$ cat config.mk
export PLATFORM = sky130hd
export DESIGN_NAME = rx_framer_boc_sig_ctrl
export DESIGN_NICKNAME = d
export VERILOG_FILES = /design/src/hw/rx_framer_pkg.sv /design/src/hw/rx_framer_boc_sig_ctrl.sv
export SDC_FILE = /design/constraint.sdc
export NUM_CORES = 1
export LEC_CHECK = 0
export BUFFER_PORTS_ARGS = -buffer_cell sky130_fd_sc_hd__buf_2
export CAP_MARGIN = 20
export CORE_MARGIN = 4
export CORE_UTILIZATION = 50
export CTS_CLUSTER_DIAMETER = 40
export CTS_CLUSTER_SIZE = 16
export DETAILED_ROUTE_END_ITERATION = 8
export PLACE_DENSITY = 0.66
export SYNTH_ARGS = -nofsm -noshare
export SYNTH_HDL_FRONTEND = slang
export SYNTH_SLANG_ARGS = --single-unit
$ cat constraint.sdc
create_clock -name ref_clk -period 9 [get_ports ref_clk]
set_input_delay 2.7 -clock ref_clk [delete_from_list [all_inputs] [get_ports ref_clk]]
set_output_delay 2.7 -clock ref_clk [all_outputs]
set_load 0.005 [all_outputs]
$ cat src/hw/rx_framer_pkg.sv
`default_nettype none
package rx_framer_pkg;
  // Word index offsets within one port, byte address is four times the index
  localparam logic [8:0] OFF_SIG_CTRL = 9'h013;
  localparam logic [8:0] OFF_SA_IRQ_EN = 9'h014;
  localparam logic [8:0] OFF_BOC_CTRL = 9'h015;
  localparam logic [8:0] OFF_IDLE_FIRST = 9'h020;
  localparam logic [8:0] OFF_IDLE_LAST = 9'h03F;
  localparam logic [8:0] OFF_RECEIVE_SIGNALING_OUT_FIRST = 9'h040;
  localparam logic [8:0] OFF_RECEIVE_SIGNALING_OUT_LAST = 9'h04F;
  localparam logic [8:0] OFF_FORCE1_FIRST = 9'h0A0;
  localparam logic [8:0] OFF_MW_FIRST = 9'h0A3;
  localparam logic [8:0] OFF_STATUS = 9'h0A6;
  localparam logic [10:0] PORT_STRIDE = 11'h200;
  localparam int PORT_IDX_LSB = 9;
  localparam int NUM_PORTS = 4;
  localparam int T1_CHANNELS = 24;
  localparam int ALL_CHANNELS = 32;
  localparam int RECEIVE_SIGNALING_OUT_T1_BYTES = 12;
  localparam logic [4:0] T1_LAST_CH = 5'h17;
  localparam logic [3:0] ALARM_FRAME = 4'hC;
  // Field positions
  localparam int BIT_FORCE_ONES_EN = 4;
  localparam int BIT_D4_ALARM_SEL = 0;
  localparam int BIT_BOC_RESET = 7;
  localparam int BIT_CH_BIT2 = 6;
  localparam int BIT_ROBBED = 0;
  localparam int ST_SA_CHANGE = 0;
  localparam int ST_BOC_VALID = 1;
  localparam int ST_REMOTE_ALARM = 2;
  localparam logic [7:0] SA_IRQ_MASK = 8'h1F;
  localparam logic [7:0] BOC_CTRL_MASK = 8'h36;
  localparam logic [7:0] SIG_CTRL_MASK = 8'h17;
  localparam logic [7:0] RST_BYTE = 8'h00;
  // BOC reset completion, must stay below the documented ceiling
  localparam int CLK_PERIOD_NS = 40;
  localparam int BOC_RST_MAX_NS = 250000;
  localparam int BOC_RST_MAX_CYC = BOC_RST_MAX_NS / CLK_PERIOD_NS;
  localparam logic [3:0] BOC_RST_LEN = 4'h8;
  localparam logic [6:0] DISINT_UNIT = 7'h10;
  localparam logic [1:0] HTRANS_NONSEQ = 2'h2;

  typedef struct packed {
    logic t1_mode;
    logic d4_mode;
    logic sync_lost;
    logic ch_valid;
    logic [4:0] ch_num;
    logic [7:0] ch_data;
    logic robbed_frame;
    logic sig_valid;
    logic [3:0] sig_abcd;
    logic sbit_valid;
    logic sbit;
    logic [3:0] frame_num;
    logic sa_valid;
    logic [4:0] sa_bits;
    logic boc_bit;
    logic boc_pattern_ok;
    logic boc_pattern_err;
  } rx_stream_s;

  typedef struct packed {
    logic out_valid;
    logic [7:0] receive_serial_data_out;
    logic [3:0] receive_signaling_out;
    logic [7:0] idle_code;
  } rx_out_s;
endpackage
`default_nettype wire

$ cat src/hw/rx_framer_boc_sig_ctrl.sv
// Behaviour
// - D4 alarm: bit 2 zero all channels
// - Select set: frame 12 S-bit one alarms
// - Sa enables Sa4..Sa8 bits 4..0 reset zero
// - Enabled Sa change sets latched status bit
// - Port copy decoded at 200h times index
// - BOC reset bit self clears quickly
// - Filter settings apply after BOC reset
// - Disintegration field picks 16/32/48/64 bits
// - Filter field picks 1/3/5/7 patterns
// - Never integrate and disintegrate together
// - Thirty-two idle code bytes at 020h
// - Idle codes 1-24 T1, 25-32 E1
// - Force-ones replaces robbed bits on serial out
// - Signaling output keeps real received bits
// - Milliwatt enable replaces channel data
// - Sixteen read-only bytes at 040h, first 12 signaling
// - Signaling control bit 4 enables forcing
// - Freeze on sync loss; D4 repeats AB
`timescale 1ns/1ps
`default_nettype none
module rx_framer_boc_sig_ctrl #(
  parameter logic [1:0] PORT_INDEX = 2'h0,
  parameter logic [63:0] MW_CODE = 64'h1E0B0B1E9E8B8B9E
) (
  input wire logic ref_clk,
  input wire logic sys_rst,
  input wire logic clk_en,
  input wire logic hsel,
  input wire logic [31:0] haddr,
  input wire logic [1:0] htrans,
  input wire logic hwrite,
  input wire logic [2:0] hsize,
  input wire logic [31:0] hwdata,
  input wire logic hready,
  output logic hreadyout,
  output logic hresp,
  output logic [31:0] hrdata,
  input wire rx_framer_pkg::rx_stream_s rx_in,
  output rx_framer_pkg::rx_out_s rx_out,
  output logic remote_alarm,
  output logic bit_code_valid_status,
  output logic receive_latched_status_7
);
  import rx_framer_pkg::*;

  logic [7:0] sig_ctrl_q;
  logic [7:0] sa_en_q;
  logic [7:0] boc_ctrl_q;
  logic [7:0] idle_mem_q [ALL_CHANNELS];
  logic [3:0] sig_mem_q [T1_CHANNELS];
  logic [23:0] force1_q;
  logic [23:0] mw_q;
  logic wr_pend_q;
  logic rd_pend_q;
  logic [10:0] addr_q;
  logic wr_fire;
  logic [8:0] wr_off;
  logic [7:0] wdat;
  logic [3:0] boc_cnt_q;
  logic [1:0] filt_act_q;
  logic [1:0] disint_act_q;
  logic [2:0] integ_cnt_q;
  logic [6:0] disint_cnt_q;
  logic bc_valid_q;
  logic [4:0] sa_prev_q;
  logic sa_prev_ok_q;
  logic sa_flag_q;
  logic sa_event;
  logic sa_clear;
  logic alarm_acc_q;
  logic alarm_q;
  logic [2:0] mw_phase_q;
  logic st_acc_now;

  function automatic logic [2:0] filter_count(input logic [1:0] code);
    case (code)
      2'h0: filter_count = 3'h0;
      2'h1: filter_count = 3'h3;
      2'h2: filter_count = 3'h5;
      default: filter_count = 3'h7;
    endcase
  endfunction

  function automatic logic [6:0] disint_count(input logic [1:0] code);
    disint_count = 7'(({5'h0, code} + 7'h1) * DISINT_UNIT);
  endfunction

  function automatic logic port_hit(input logic [10:0] idx);
    port_hit = (idx[10:PORT_IDX_LSB] == PORT_INDEX);
  endfunction

  // Bus slave: writes take effect at the end of the data phase, reads
  // insert one wait state so a read right after a write sees new data.
  always_ff @(posedge ref_clk) begin
    if (sys_rst) begin
      wr_pend_q <= 1'b0;
      rd_pend_q <= 1'b0;
      addr_q <= 11'h0;
      hreadyout <= 1'b1;
      hrdata <= 32'h0;
    end else if (clk_en) begin
      if (rd_pend_q) begin
        rd_pend_q <= 1'b0;
        hreadyout <= 1'b1;
        hrdata <= {24'h0, read_byte(addr_q)};
      end else if (hready) begin
        wr_pend_q <= hsel && htrans == HTRANS_NONSEQ && hwrite;
        rd_pend_q <= hsel && htrans == HTRANS_NONSEQ && !hwrite;
        hreadyout <= !(hsel && htrans == HTRANS_NONSEQ && !hwrite);
        addr_q <= haddr[12:2];
      end
    end
  end

  assign hresp = 1'b0;
  // Port decode
  // Port stride decode
  assign wr_fire = clk_en && wr_pend_q && port_hit(addr_q);
  assign wr_off = addr_q[8:0];
  assign wdat = hwdata[7:0];

  function automatic logic [7:0] read_byte(input logic [10:0] idx);
    logic [8:0] off;
    logic [4:0] k;
    off = idx[8:0];
    k = 5'(off - OFF_RECEIVE_SIGNALING_OUT_FIRST);
    read_byte = 8'h0;
    if (port_hit(idx)) begin
      if (off == OFF_SIG_CTRL) read_byte = sig_ctrl_q;
      else if (off == OFF_SA_IRQ_EN) read_byte = sa_en_q;
      else if (off == OFF_BOC_CTRL) read_byte = boc_ctrl_q;
      else if (off >= OFF_IDLE_FIRST && off <= OFF_IDLE_LAST) read_byte = idle_mem_q[5'(off - OFF_IDLE_FIRST)];
      else if (off >= OFF_RECEIVE_SIGNALING_OUT_FIRST && off <= OFF_RECEIVE_SIGNALING_OUT_LAST) begin
        if (k < 5'(RECEIVE_SIGNALING_OUT_T1_BYTES)) read_byte = {sig_mem_q[k], sig_mem_q[5'(k + 5'(RECEIVE_SIGNALING_OUT_T1_BYTES))]};
      end
      else if (off >= OFF_FORCE1_FIRST && off < OFF_MW_FIRST) read_byte = force1_q[8 * (off - OFF_FORCE1_FIRST) +: 8];
      else if (off >= OFF_MW_FIRST && off < OFF_STATUS) read_byte = mw_q[8 * (off - OFF_MW_FIRST) +: 8];
      else if (off == OFF_STATUS) read_byte = {5'h0, alarm_q, bc_valid_q, sa_flag_q};
    end
  endfunction

  // Plain control registers
  always_ff @(posedge ref_clk) begin
    if (sys_rst) begin
      sig_ctrl_q <= RST_BYTE;
      sa_en_q <= RST_BYTE;
      force1_q <= 24'h0;
      mw_q <= 24'h0;
    end else if (wr_fire) begin
      if (wr_off == OFF_SIG_CTRL) sig_ctrl_q <= wdat & SIG_CTRL_MASK;
      if (wr_off == OFF_SA_IRQ_EN) sa_en_q <= wdat & SA_IRQ_MASK;
      if (wr_off >= OFF_FORCE1_FIRST && wr_off < OFF_MW_FIRST) force1_q[8 * (wr_off - OFF_FORCE1_FIRST) +: 8] <= wdat;
      if (wr_off >= OFF_MW_FIRST && wr_off < OFF_STATUS) mw_q[8 * (wr_off - OFF_MW_FIRST) +: 8] <= wdat;
    end
  end

  always_ff @(posedge ref_clk) begin
    if (sys_rst) begin
      for (int i = 0; i < ALL_CHANNELS; i++) idle_mem_q[i] <= RST_BYTE;
    end else if (wr_fire && wr_off >= OFF_IDLE_FIRST && wr_off <= OFF_IDLE_LAST) begin
      idle_mem_q[5'(wr_off - OFF_IDLE_FIRST)] <= wdat;
    end
  end

  // BOC control; a host write of the reset bit wins over self clear
  always_ff @(posedge ref_clk) begin
    if (sys_rst) begin
      boc_ctrl_q <= RST_BYTE;
      boc_cnt_q <= 4'h0;
    end else if (clk_en) begin
      if (wr_fire && wr_off == OFF_BOC_CTRL) begin
        boc_ctrl_q <= (wdat & BOC_CTRL_MASK) | (wdat & 8'h80) | (boc_ctrl_q & 8'h80);
        boc_cnt_q <= 4'h0;
      end else if (boc_ctrl_q[BIT_BOC_RESET]) begin
        if (boc_cnt_q == BOC_RST_LEN - 4'h1) begin
          boc_ctrl_q[BIT_BOC_RESET] <= 1'b0;
          boc_cnt_q <= 4'h0;
        end else boc_cnt_q <= boc_cnt_q + 4'h1;
      end
    end
  end

  // BOC detector
  always_ff @(posedge ref_clk) begin
    if (sys_rst) begin
      filt_act_q <= 2'h0;
      disint_act_q <= 2'h0;
      integ_cnt_q <= 3'h0;
      disint_cnt_q <= 7'h0;
      bc_valid_q <= 1'b0;
    end else if (clk_en) begin
      if (boc_ctrl_q[BIT_BOC_RESET]) begin
        integ_cnt_q <= 3'h0;
        disint_cnt_q <= 7'h0;
        bc_valid_q <= 1'b0;
        if (boc_cnt_q == BOC_RST_LEN - 4'h1) begin
          filt_act_q <= boc_ctrl_q[2:1];
          disint_act_q <= boc_ctrl_q[5:4];
        end
      end else if (!bc_valid_q) begin
        if (rx_in.boc_pattern_err) integ_cnt_q <= 3'h0;
        else if (rx_in.boc_pattern_ok) begin
          if (integ_cnt_q + 3'h1 >= filter_count(filt_act_q)) begin
            bc_valid_q <= 1'b1;
            integ_cnt_q <= 3'h0;
            disint_cnt_q <= 7'h0;
          end else integ_cnt_q <= integ_cnt_q + 3'h1;
        end
      end else begin
        if (rx_in.boc_pattern_ok) disint_cnt_q <= 7'h0;
        else if (rx_in.boc_bit) begin
          if (disint_cnt_q + 7'h1 == disint_count(disint_act_q)) begin
            bc_valid_q <= 1'b0;
            disint_cnt_q <= 7'h0;
          end else disint_cnt_q <= disint_cnt_q + 7'h1;
        end
      end
    end
  end

  // Sa change detect, set wins over a host clear
  // Compare with previous
  assign sa_event = !rx_in.t1_mode && rx_in.sa_valid && sa_prev_ok_q && (((rx_in.sa_bits ^ sa_prev_q) & sa_en_q[4:0]) != 5'h0);
  assign sa_clear = wr_fire && wr_off == OFF_STATUS && wdat[ST_SA_CHANGE];
  always_ff @(posedge ref_clk) begin
    if (sys_rst) begin
      sa_prev_q <= 5'h0;
      sa_prev_ok_q <= 1'b0;
      sa_flag_q <= 1'b0;
    end else if (clk_en) begin
      if (rx_in.sa_valid) begin
        sa_prev_q <= rx_in.sa_bits;
        sa_prev_ok_q <= 1'b1;
      end
      if (sa_event) sa_flag_q <= 1'b1;
      else if (sa_clear) sa_flag_q <= 1'b0;
    end
  end

  // D4 remote alarm
  assign st_acc_now = alarm_acc_q || rx_in.ch_num == 5'h0;
  always_ff @(posedge ref_clk) begin
    if (sys_rst) begin
      alarm_acc_q <= 1'b1;
      alarm_q <= 1'b0;
    end else if (clk_en && rx_in.t1_mode && rx_in.d4_mode) begin
      if (!sa_en_q[BIT_D4_ALARM_SEL] && rx_in.ch_valid) begin
        alarm_acc_q <= st_acc_now && !rx_in.ch_data[BIT_CH_BIT2];
        if (rx_in.ch_num == T1_LAST_CH) alarm_q <= st_acc_now && !rx_in.ch_data[BIT_CH_BIT2];
      end
      if (sa_en_q[BIT_D4_ALARM_SEL] && rx_in.sbit_valid && rx_in.frame_num == ALARM_FRAME) alarm_q <= rx_in.sbit;
    end
  end

  // Signaling capture
  always_ff @(posedge ref_clk) begin
    if (sys_rst) begin
      for (int i = 0; i < T1_CHANNELS; i++) sig_mem_q[i] <= 4'h0;
    end else if (clk_en && rx_in.sig_valid && !rx_in.sync_lost && rx_in.ch_num <= T1_LAST_CH) begin
      sig_mem_q[rx_in.ch_num] <= rx_in.d4_mode ? {rx_in.sig_abcd[3:2], rx_in.sig_abcd[3:2]} : rx_in.sig_abcd;
    end
  end

  // Serial data path
  always_ff @(posedge ref_clk) begin
    if (sys_rst) begin
      rx_out <= '0;
      mw_phase_q <= 3'h0;
    end else if (clk_en) begin
      rx_out.out_valid <= rx_in.ch_valid;
      if (rx_in.sig_valid) rx_out.receive_signaling_out <= rx_in.sig_abcd;
      if (rx_in.ch_valid) begin
        rx_out.receive_serial_data_out <= rx_in.ch_data;
        if (rx_in.t1_mode && rx_in.ch_num <= T1_LAST_CH) begin
          if (mw_q[rx_in.ch_num]) rx_out.receive_serial_data_out <= MW_CODE[8 * (3'h7 - mw_phase_q) +: 8];
          else if (sig_ctrl_q[BIT_FORCE_ONES_EN] && force1_q[rx_in.ch_num] && rx_in.robbed_frame)
            rx_out.receive_serial_data_out <= rx_in.ch_data | 8'h01;
        end
        if ((rx_in.t1_mode && rx_in.ch_num <= T1_LAST_CH) || (!rx_in.t1_mode && rx_in.ch_num > T1_LAST_CH))
          rx_out.idle_code <= idle_mem_q[rx_in.ch_num];
        else rx_out.idle_code <= 8'h00;
        if (rx_in.ch_num == T1_LAST_CH) mw_phase_q <= mw_phase_q + 3'h1;
      end
    end
  end

  always_ff @(posedge ref_clk) begin
    if (sys_rst) begin
      remote_alarm <= 1'b0;
      bit_code_valid_status <= 1'b0;
      receive_latched_status_7 <= 1'b0;
    end else if (clk_en) begin
      remote_alarm <= alarm_q;
      bit_code_valid_status <= bc_valid_q;
      receive_latched_status_7 <= sa_flag_q;
    end
  end
endmodule
`default_nettype wire

==> flow_summary.toml, run 1 <==
[outcome]
status = "complete, no violations"

[finish]
final_util_pct = 57.8
syn_to_final_growth_pct = 13.5
fin_nets = 2537
drive_above_1_share_pct = 22.0
num-fill-cells = 4551
diodes = 0
final_cells = 3216

[drt]
drt-pass1-iter-count = 5
ant_nets = 0
vias = 20200
drc = 0
wl_per_cell_um = 25.2
dr.first_iter.drc_count = 2086
viasPerCell = 6.28
routed_wl_mm = 80.9

[sta]
period_minus_slack_ns = 5.58
maxSlewViolCount = 0
slew_headroom_pct = 16.6
hold_viol_final = 0
fin_setup_tns_ns = 0
rsz0062_at_grt = "false"
setup_viol = 0
tightestPinTransition_ns = 1.25
fin_skew_ns = 0.0311
fin_crit_sh_pct = 62.0
fmax_ghz = 0.179
whs_ns = 0.450

[yosys]
yosysTopAreaCellShare_pct = 39.8
ys_seq_area_share_pct = 49.8
synth_most_common_cell = "edfxtp_1"
synth.cell_area_um2 = 28900
synth_top_family_by_area = "multiplexers"
synthCells = 2329
muxShareOfSynthArea_pct = 21.8
yosys_warnings = 0
yosys.area_share.simple_pct = 17.1
synth.distinct_cells = 77
synth-async-reset-ratio_pct = 0
synth_edf_count = 384
synth_top_cell_by_area = "edfxtp_1"
synth.area.top_cells = "edfxtp_1, mux4_2, dfxtp_1, and2_1, mux2i_1"
ys_seq_elements = 528
synth_compound_area_share_pct = 5.48
synth_area_per_cell_um2 = 12.4
synth_commonest_cells = "edfxtp_1, and2_1, mux4_2"
synthXorXnorAreaFrac_pct = 0.942
synthAdderAreaFrac_pct = 1.38
synthFlopType = "edfxtp_1"

[place]
dp.cells = 3060
hpwl_mm = 54.0
port_buffers = 97
place_congestion = 0.924

[global_route]
antenna_found_initial = 0
overflow = 0
grt_pass1_wl_mm = 124
grt_pass1_vias = 20300
grtUsageTotal_pct = 25.8
grt_max_degree = 113

[worst_setup_path]
critPathArrivalTime_ns = 5.88
r2r_slack_ns = 3.48
path_class = "in2reg"
start_kind = "primary input"
worstReg2RegEnd = "mw_q[11]"
crit_fanout = 32
end_kind = "flip-flop"
rr_startpoint = "addr_q[3]"
worstPathRequired_ns = 9.30
crit_start = "clk_en"
critPathCapture = "idle_mem_q[11][1]"
reg2reg_depth = 13

[floorplan]
dieArea_um2 = 61800
die_x_um = 249
start_util_pct = 50.9
die_y_um = 249
core_area_um2 = 56800
num_rows = 87
pin_count = 171

[flow_run]
max-cap-violations = 0

[clock_tree]
htree_num_levels = 3
path_clk_slew_ns = 0.05
root_buffer = "clkbuf_16"
postCtsSetupRepairBufs = 0
clock-sinks = 528
clkLatencyLatePin_ns = 0.63
cts_buffer_depth = 3
cts_hold_buf = 0
cts_resized = 0
cts_tree = "yes"
cts_buffers = 86

[pwr]
ir_drop_v = 0.000183
power.density_nw_per_um2 = 203
p_leak_nw = 12.0

[min_path]
hold_class = "reg2reg"
## through the flow
step | worst slack [ns] | cell area [um^2] | total power [W]
after floorplan | 3.95 | 29200 | 0.00317
after global placement | 2.95 | 29900 | 0.00335
after detailed placement | 2.88 | 29900 | 0.00336
after CTS | 3.52 | 32800 | 0.00669
after global routing | 3.22 | 32800 | 0.00686
final | 3.42 | 32800 | 0.00667
## sequential cells by signal (all words and copies together) (netlist names), 2 cells and up, named ones only
register      flops
boc_cnt_q         4
hrdata            8
boc_ctrl_q        5
idle_mem_q      256
integ_cnt_q       3
disint_act_q      2
sa_prev_q         5
sa_en_q           5
rx_out           21
mw_phase_q        3
force1_q         24
sig_ctrl_q        4
filt_act_q        2
mw_q             24
disint_cnt_q      7
addr_q           11
sig_mem_q       128
## worst max-delay path: stages
cell	delay [ns]
buf_2	0.07
buf_4	0.33
inv_1	0.27
nor4_1	0.48
nand2_1	0.14
nor2_1	0.23
nand2_1	0.52
nor2_1	0.72
or2_2	0.39
## layout make-up
cell class	instances	area, um^2	area share [%]
timing repair buffer	121	677	2.06
multi-input combinational	1631	13800	41.9
clock inverter	53	648	1.97
sequential	528	14400	43.9
inverter	24	90.1	0.274
clock buffer	103	2290	6.96
tap	756	946	2.88
## where the power goes
group | total (W) | internal (W) | switching (W) | leakage, nW
sequential | 0.00275 | 0.00269 | 0.0000582 | 5.04
clock | 0.00334 | 0.00212 | 0.00122 | 1.43
combinational | 0.000577 | 0.000234 | 0.000342 | 5.49
total | 0.00667 | 0.00505 | 0.00162 | 12.0
## logic make-up after synthesis
kind of cell               count (synthesis)
buffers and inverters                    226
xor gates and xnor gates                  28
and+or+nand+nor                          909
DFF                                      528
other                                      1
adders and majority gates                 32
muxes                                    355
AOI/OAI and AO/OA                        250
## how the worst min path moves through the flow
stage	end	cells past startpoint	start
floorplan	sa_prev_ok_q	2	sa_prev_ok_q
global placement	rx_out[17]	2	rx_out[17]
detailed placement	rx_out[17]	2	rx_out[17]
CTS	rx_out[17]	2	rx_out[17]
global route	sig_ctrl_q[1]	2	sig_ctrl_q[1]
finish	rx_out[18]	2	rx_out[18]
## cell usage in the layout (no fill, tap or decap), drive strengths merged, types with 37 or more instances in the layout
cell / n
clkbuf: 103
and2: 262
and3: 60
nand2: 134
mux2i: 129
a21oi: 89
dfxtp: 144
mux4: 221
or2: 37
nor2: 174
o21ai: 54
edfxtp: 384
conb: 57
nand3: 46
nand2b: 77
buf: 121
inv: 37
## metal layers
metal	routed length, um	share of wire, %	global-route usage [%]	up-vias
li1	-	-	-	8818
met1	33500	41	36.3	10300
met2	37600	46	40.7	942
met3	6710	8.3	4.63	172
met4	3120	3.9	9.65	0
met5	0	0	0	-
Power figures use the tool's default switching activity.
==> inputs of run 2 (changes only) <==
- PLACE_DENSITY: 0.66 -> 0.68
- clock period: 9 -> 4.7 ns (I/O delays scaled with it)
==> flow_summary.toml, run 2 (synthesis results as in run 1) <==
[outcome]
status = "complete, no violations"

[flow_run]
max-cap-violations = 0

[sta]
tightestPinTransition_ns = 0.910
fin_crit_sh_pct = 90.1
period_minus_slack_ns = 4.23
rsz0062_at_grt = "false"
fin_skew_ns = 0.0327
fin_setup_tns_ns = 0
setup_viol = 0
fmax_ghz = 0.236
hold_viol_final = 0
maxSlewViolCount = 0
slew_headroom_pct = 39.3

[global_route]
antenna_found_initial = 0
grt_pass1_vias = 20500
grtUsageTotal_pct = 25.8
grt_use_met2_pct = 41.4
grt.busiest_layer = "met2"
grt_max_degree = 99
grt_pass1_wl_mm = 124
grtUsageMet3_pct = 4.81
grtUsageMet1_pct = 35.6
overflow = 0

[clock_tree]
postCtsSetupRepairBufs = 0
root_buffer = "clkbuf_16"
clock-sinks = 528
path_clk_slew_ns = 0.05
htree_num_levels = 3
clkLatencyLatePin_ns = 0.65
cts_buffers = 89
cts_tree = "yes"
cts_buffer_depth = 3

[pwr]
power.density_nw_per_um2 = 387
seqPwrFrac_pct = 40.5
intPower_w = 0.00972
combPwrFrac_pct = 8.7
switchingPower_w = 0.00327
p_leak_nw = 12.4
switching_share_pct = 25.2
p_clk_share_pct = 50.8
ir_drop_v = 0.000266

[place]
port_buffers = 97
hpwl_mm = 55.2
place_congestion = 0.916
dp.cells = 3124

[floorplan]
pin_count = 171
core_area_um2 = 56800
die_y_um = 249
die_x_um = 249
dieArea_um2 = 61800
num_rows = 87
start_util_pct = 50.9

[drt]
dr.first_iter.drc_count = 2073
drt-pass1-iter-count = 5
ant_nets = 0
wl_per_cell_um = 24.6
vias = 20200
drc = 0
viasPerCell = 6.15
routed_wl_mm = 81.0

[worst_setup_path]
critPathArrivalTime_ns = 4.75
crit_chain = "inv_1 -> ha_1 -> a21bo_2 -> o21a_1 -> and4_1 -> a311oi_1 -> or3b_2 -> ha_1 -> nor4b_1 -> nand4_1 -> a2111oi_2 -> nand3_2 -> nand3b_1 -> o21ai_0"
crit_fanout = 16
end_kind = "flip-flop"
slowest_delay_ns = 0.53
cpMaxStageDelayCell = "or3b_2"
cpMostUsedCell = "ha_1"
start_kind = "flip-flop"
worstPathRequired_ns = 5.21
path_class = "reg2reg"

[finish]
drive_above_1_share_pct = 24.6
top_regs = "idle_mem_q (256), sig_mem_q (128)"
regMostFlops = "idle_mem_q"
layout_common_cells = "edfxtp_1, and2_1, mux4_2"
syn_to_final_growth_pct = 16.0
final_cells = 3292
fin_nets = 2604
largest_reg_flops = 256
layout_commonest_cell = "edfxtp_1"

[min_path]
hold_class = "reg2reg"
[run 2: path summary, 6_finish.rpt]
check                           slack [ns]        from          to  cells past startpoint
worst max-delay path                  0.47   addr_q[3]    mw_q[17]                     14
worst min-delay path                  0.45  rx_out[17]  rx_out[17]                      2
worst max register to register        0.47   addr_q[3]    mw_q[17]                     14
worst min register to register        0.45  rx_out[17]  rx_out[17]                      2
[run 2: repair_timing]
action                     in CTS  in global routing
resized for setup               0                  4
hold buffers                    0                  0
setup endpoints to repair       0                 16
[run 2: power by group through the flow]
| stage | Combinational (W) | Clock (W) | Sequential [W] |
|---|---|---|---|
| 3_5_place_dp | 0.00110 | 0 | 0.00536 |
| 2_1_floorplan | 0.000767 | 0 | 0.00529 |
| 4_1_cts | 0.00111 | 0.00667 | 0.00526 |
| 3_3_place_gp | 0.00109 | 0 | 0.00534 |
| 6_report | 0.00113 | 0.00660 | 0.00527 |
| 5_1_grt | 0.00119 | 0.00691 | 0.00528 |
[run 2: worst max-delay path: cells and delay by family (launching register included)]
family          cells  cell delay [ns]
fa+ha+maj           2             0.65
flops               1             0.30
compound gates      5             1.14
simple gates        6             1.87
buf+inv             1             0.16
[run 2: cell type report]
type	count	area (um^2)
Antenna cell	1	2.50
Inverter	24	90.1
Clock inverter	65	803
Multi-Input combinational cell	1631	13800
Tap cell	756	946
Sequential cell	528	14400
Timing Repair Buffer	185	1230
Fill cell	4517	23200
Clock buffer	102	2300
[run 2: routing by layer]
metal	wire [um]	part of all wire, %
met5	0	0
met4	2720	3.4
met3	7310	9.0
met2	38400	47
met1	32500	40
[run 2: through the flow]
step	cell area [um^2]	utilization, %	setup slack, ns	hold WS [ns]	total power (W)
finish	33600	59.1	0.467	0.448	0.0130
global route	33600	59.1	0.224	0.480	0.0134
CTS	33600	59.1	0.0910	0.449	0.0130
detailed placement	30500	53.6	0.109	0.444	0.00646
global placement	30500	53.6	0.290	0.435	0.00643
floorplan	29200	-	0.339	0.427	0.00606
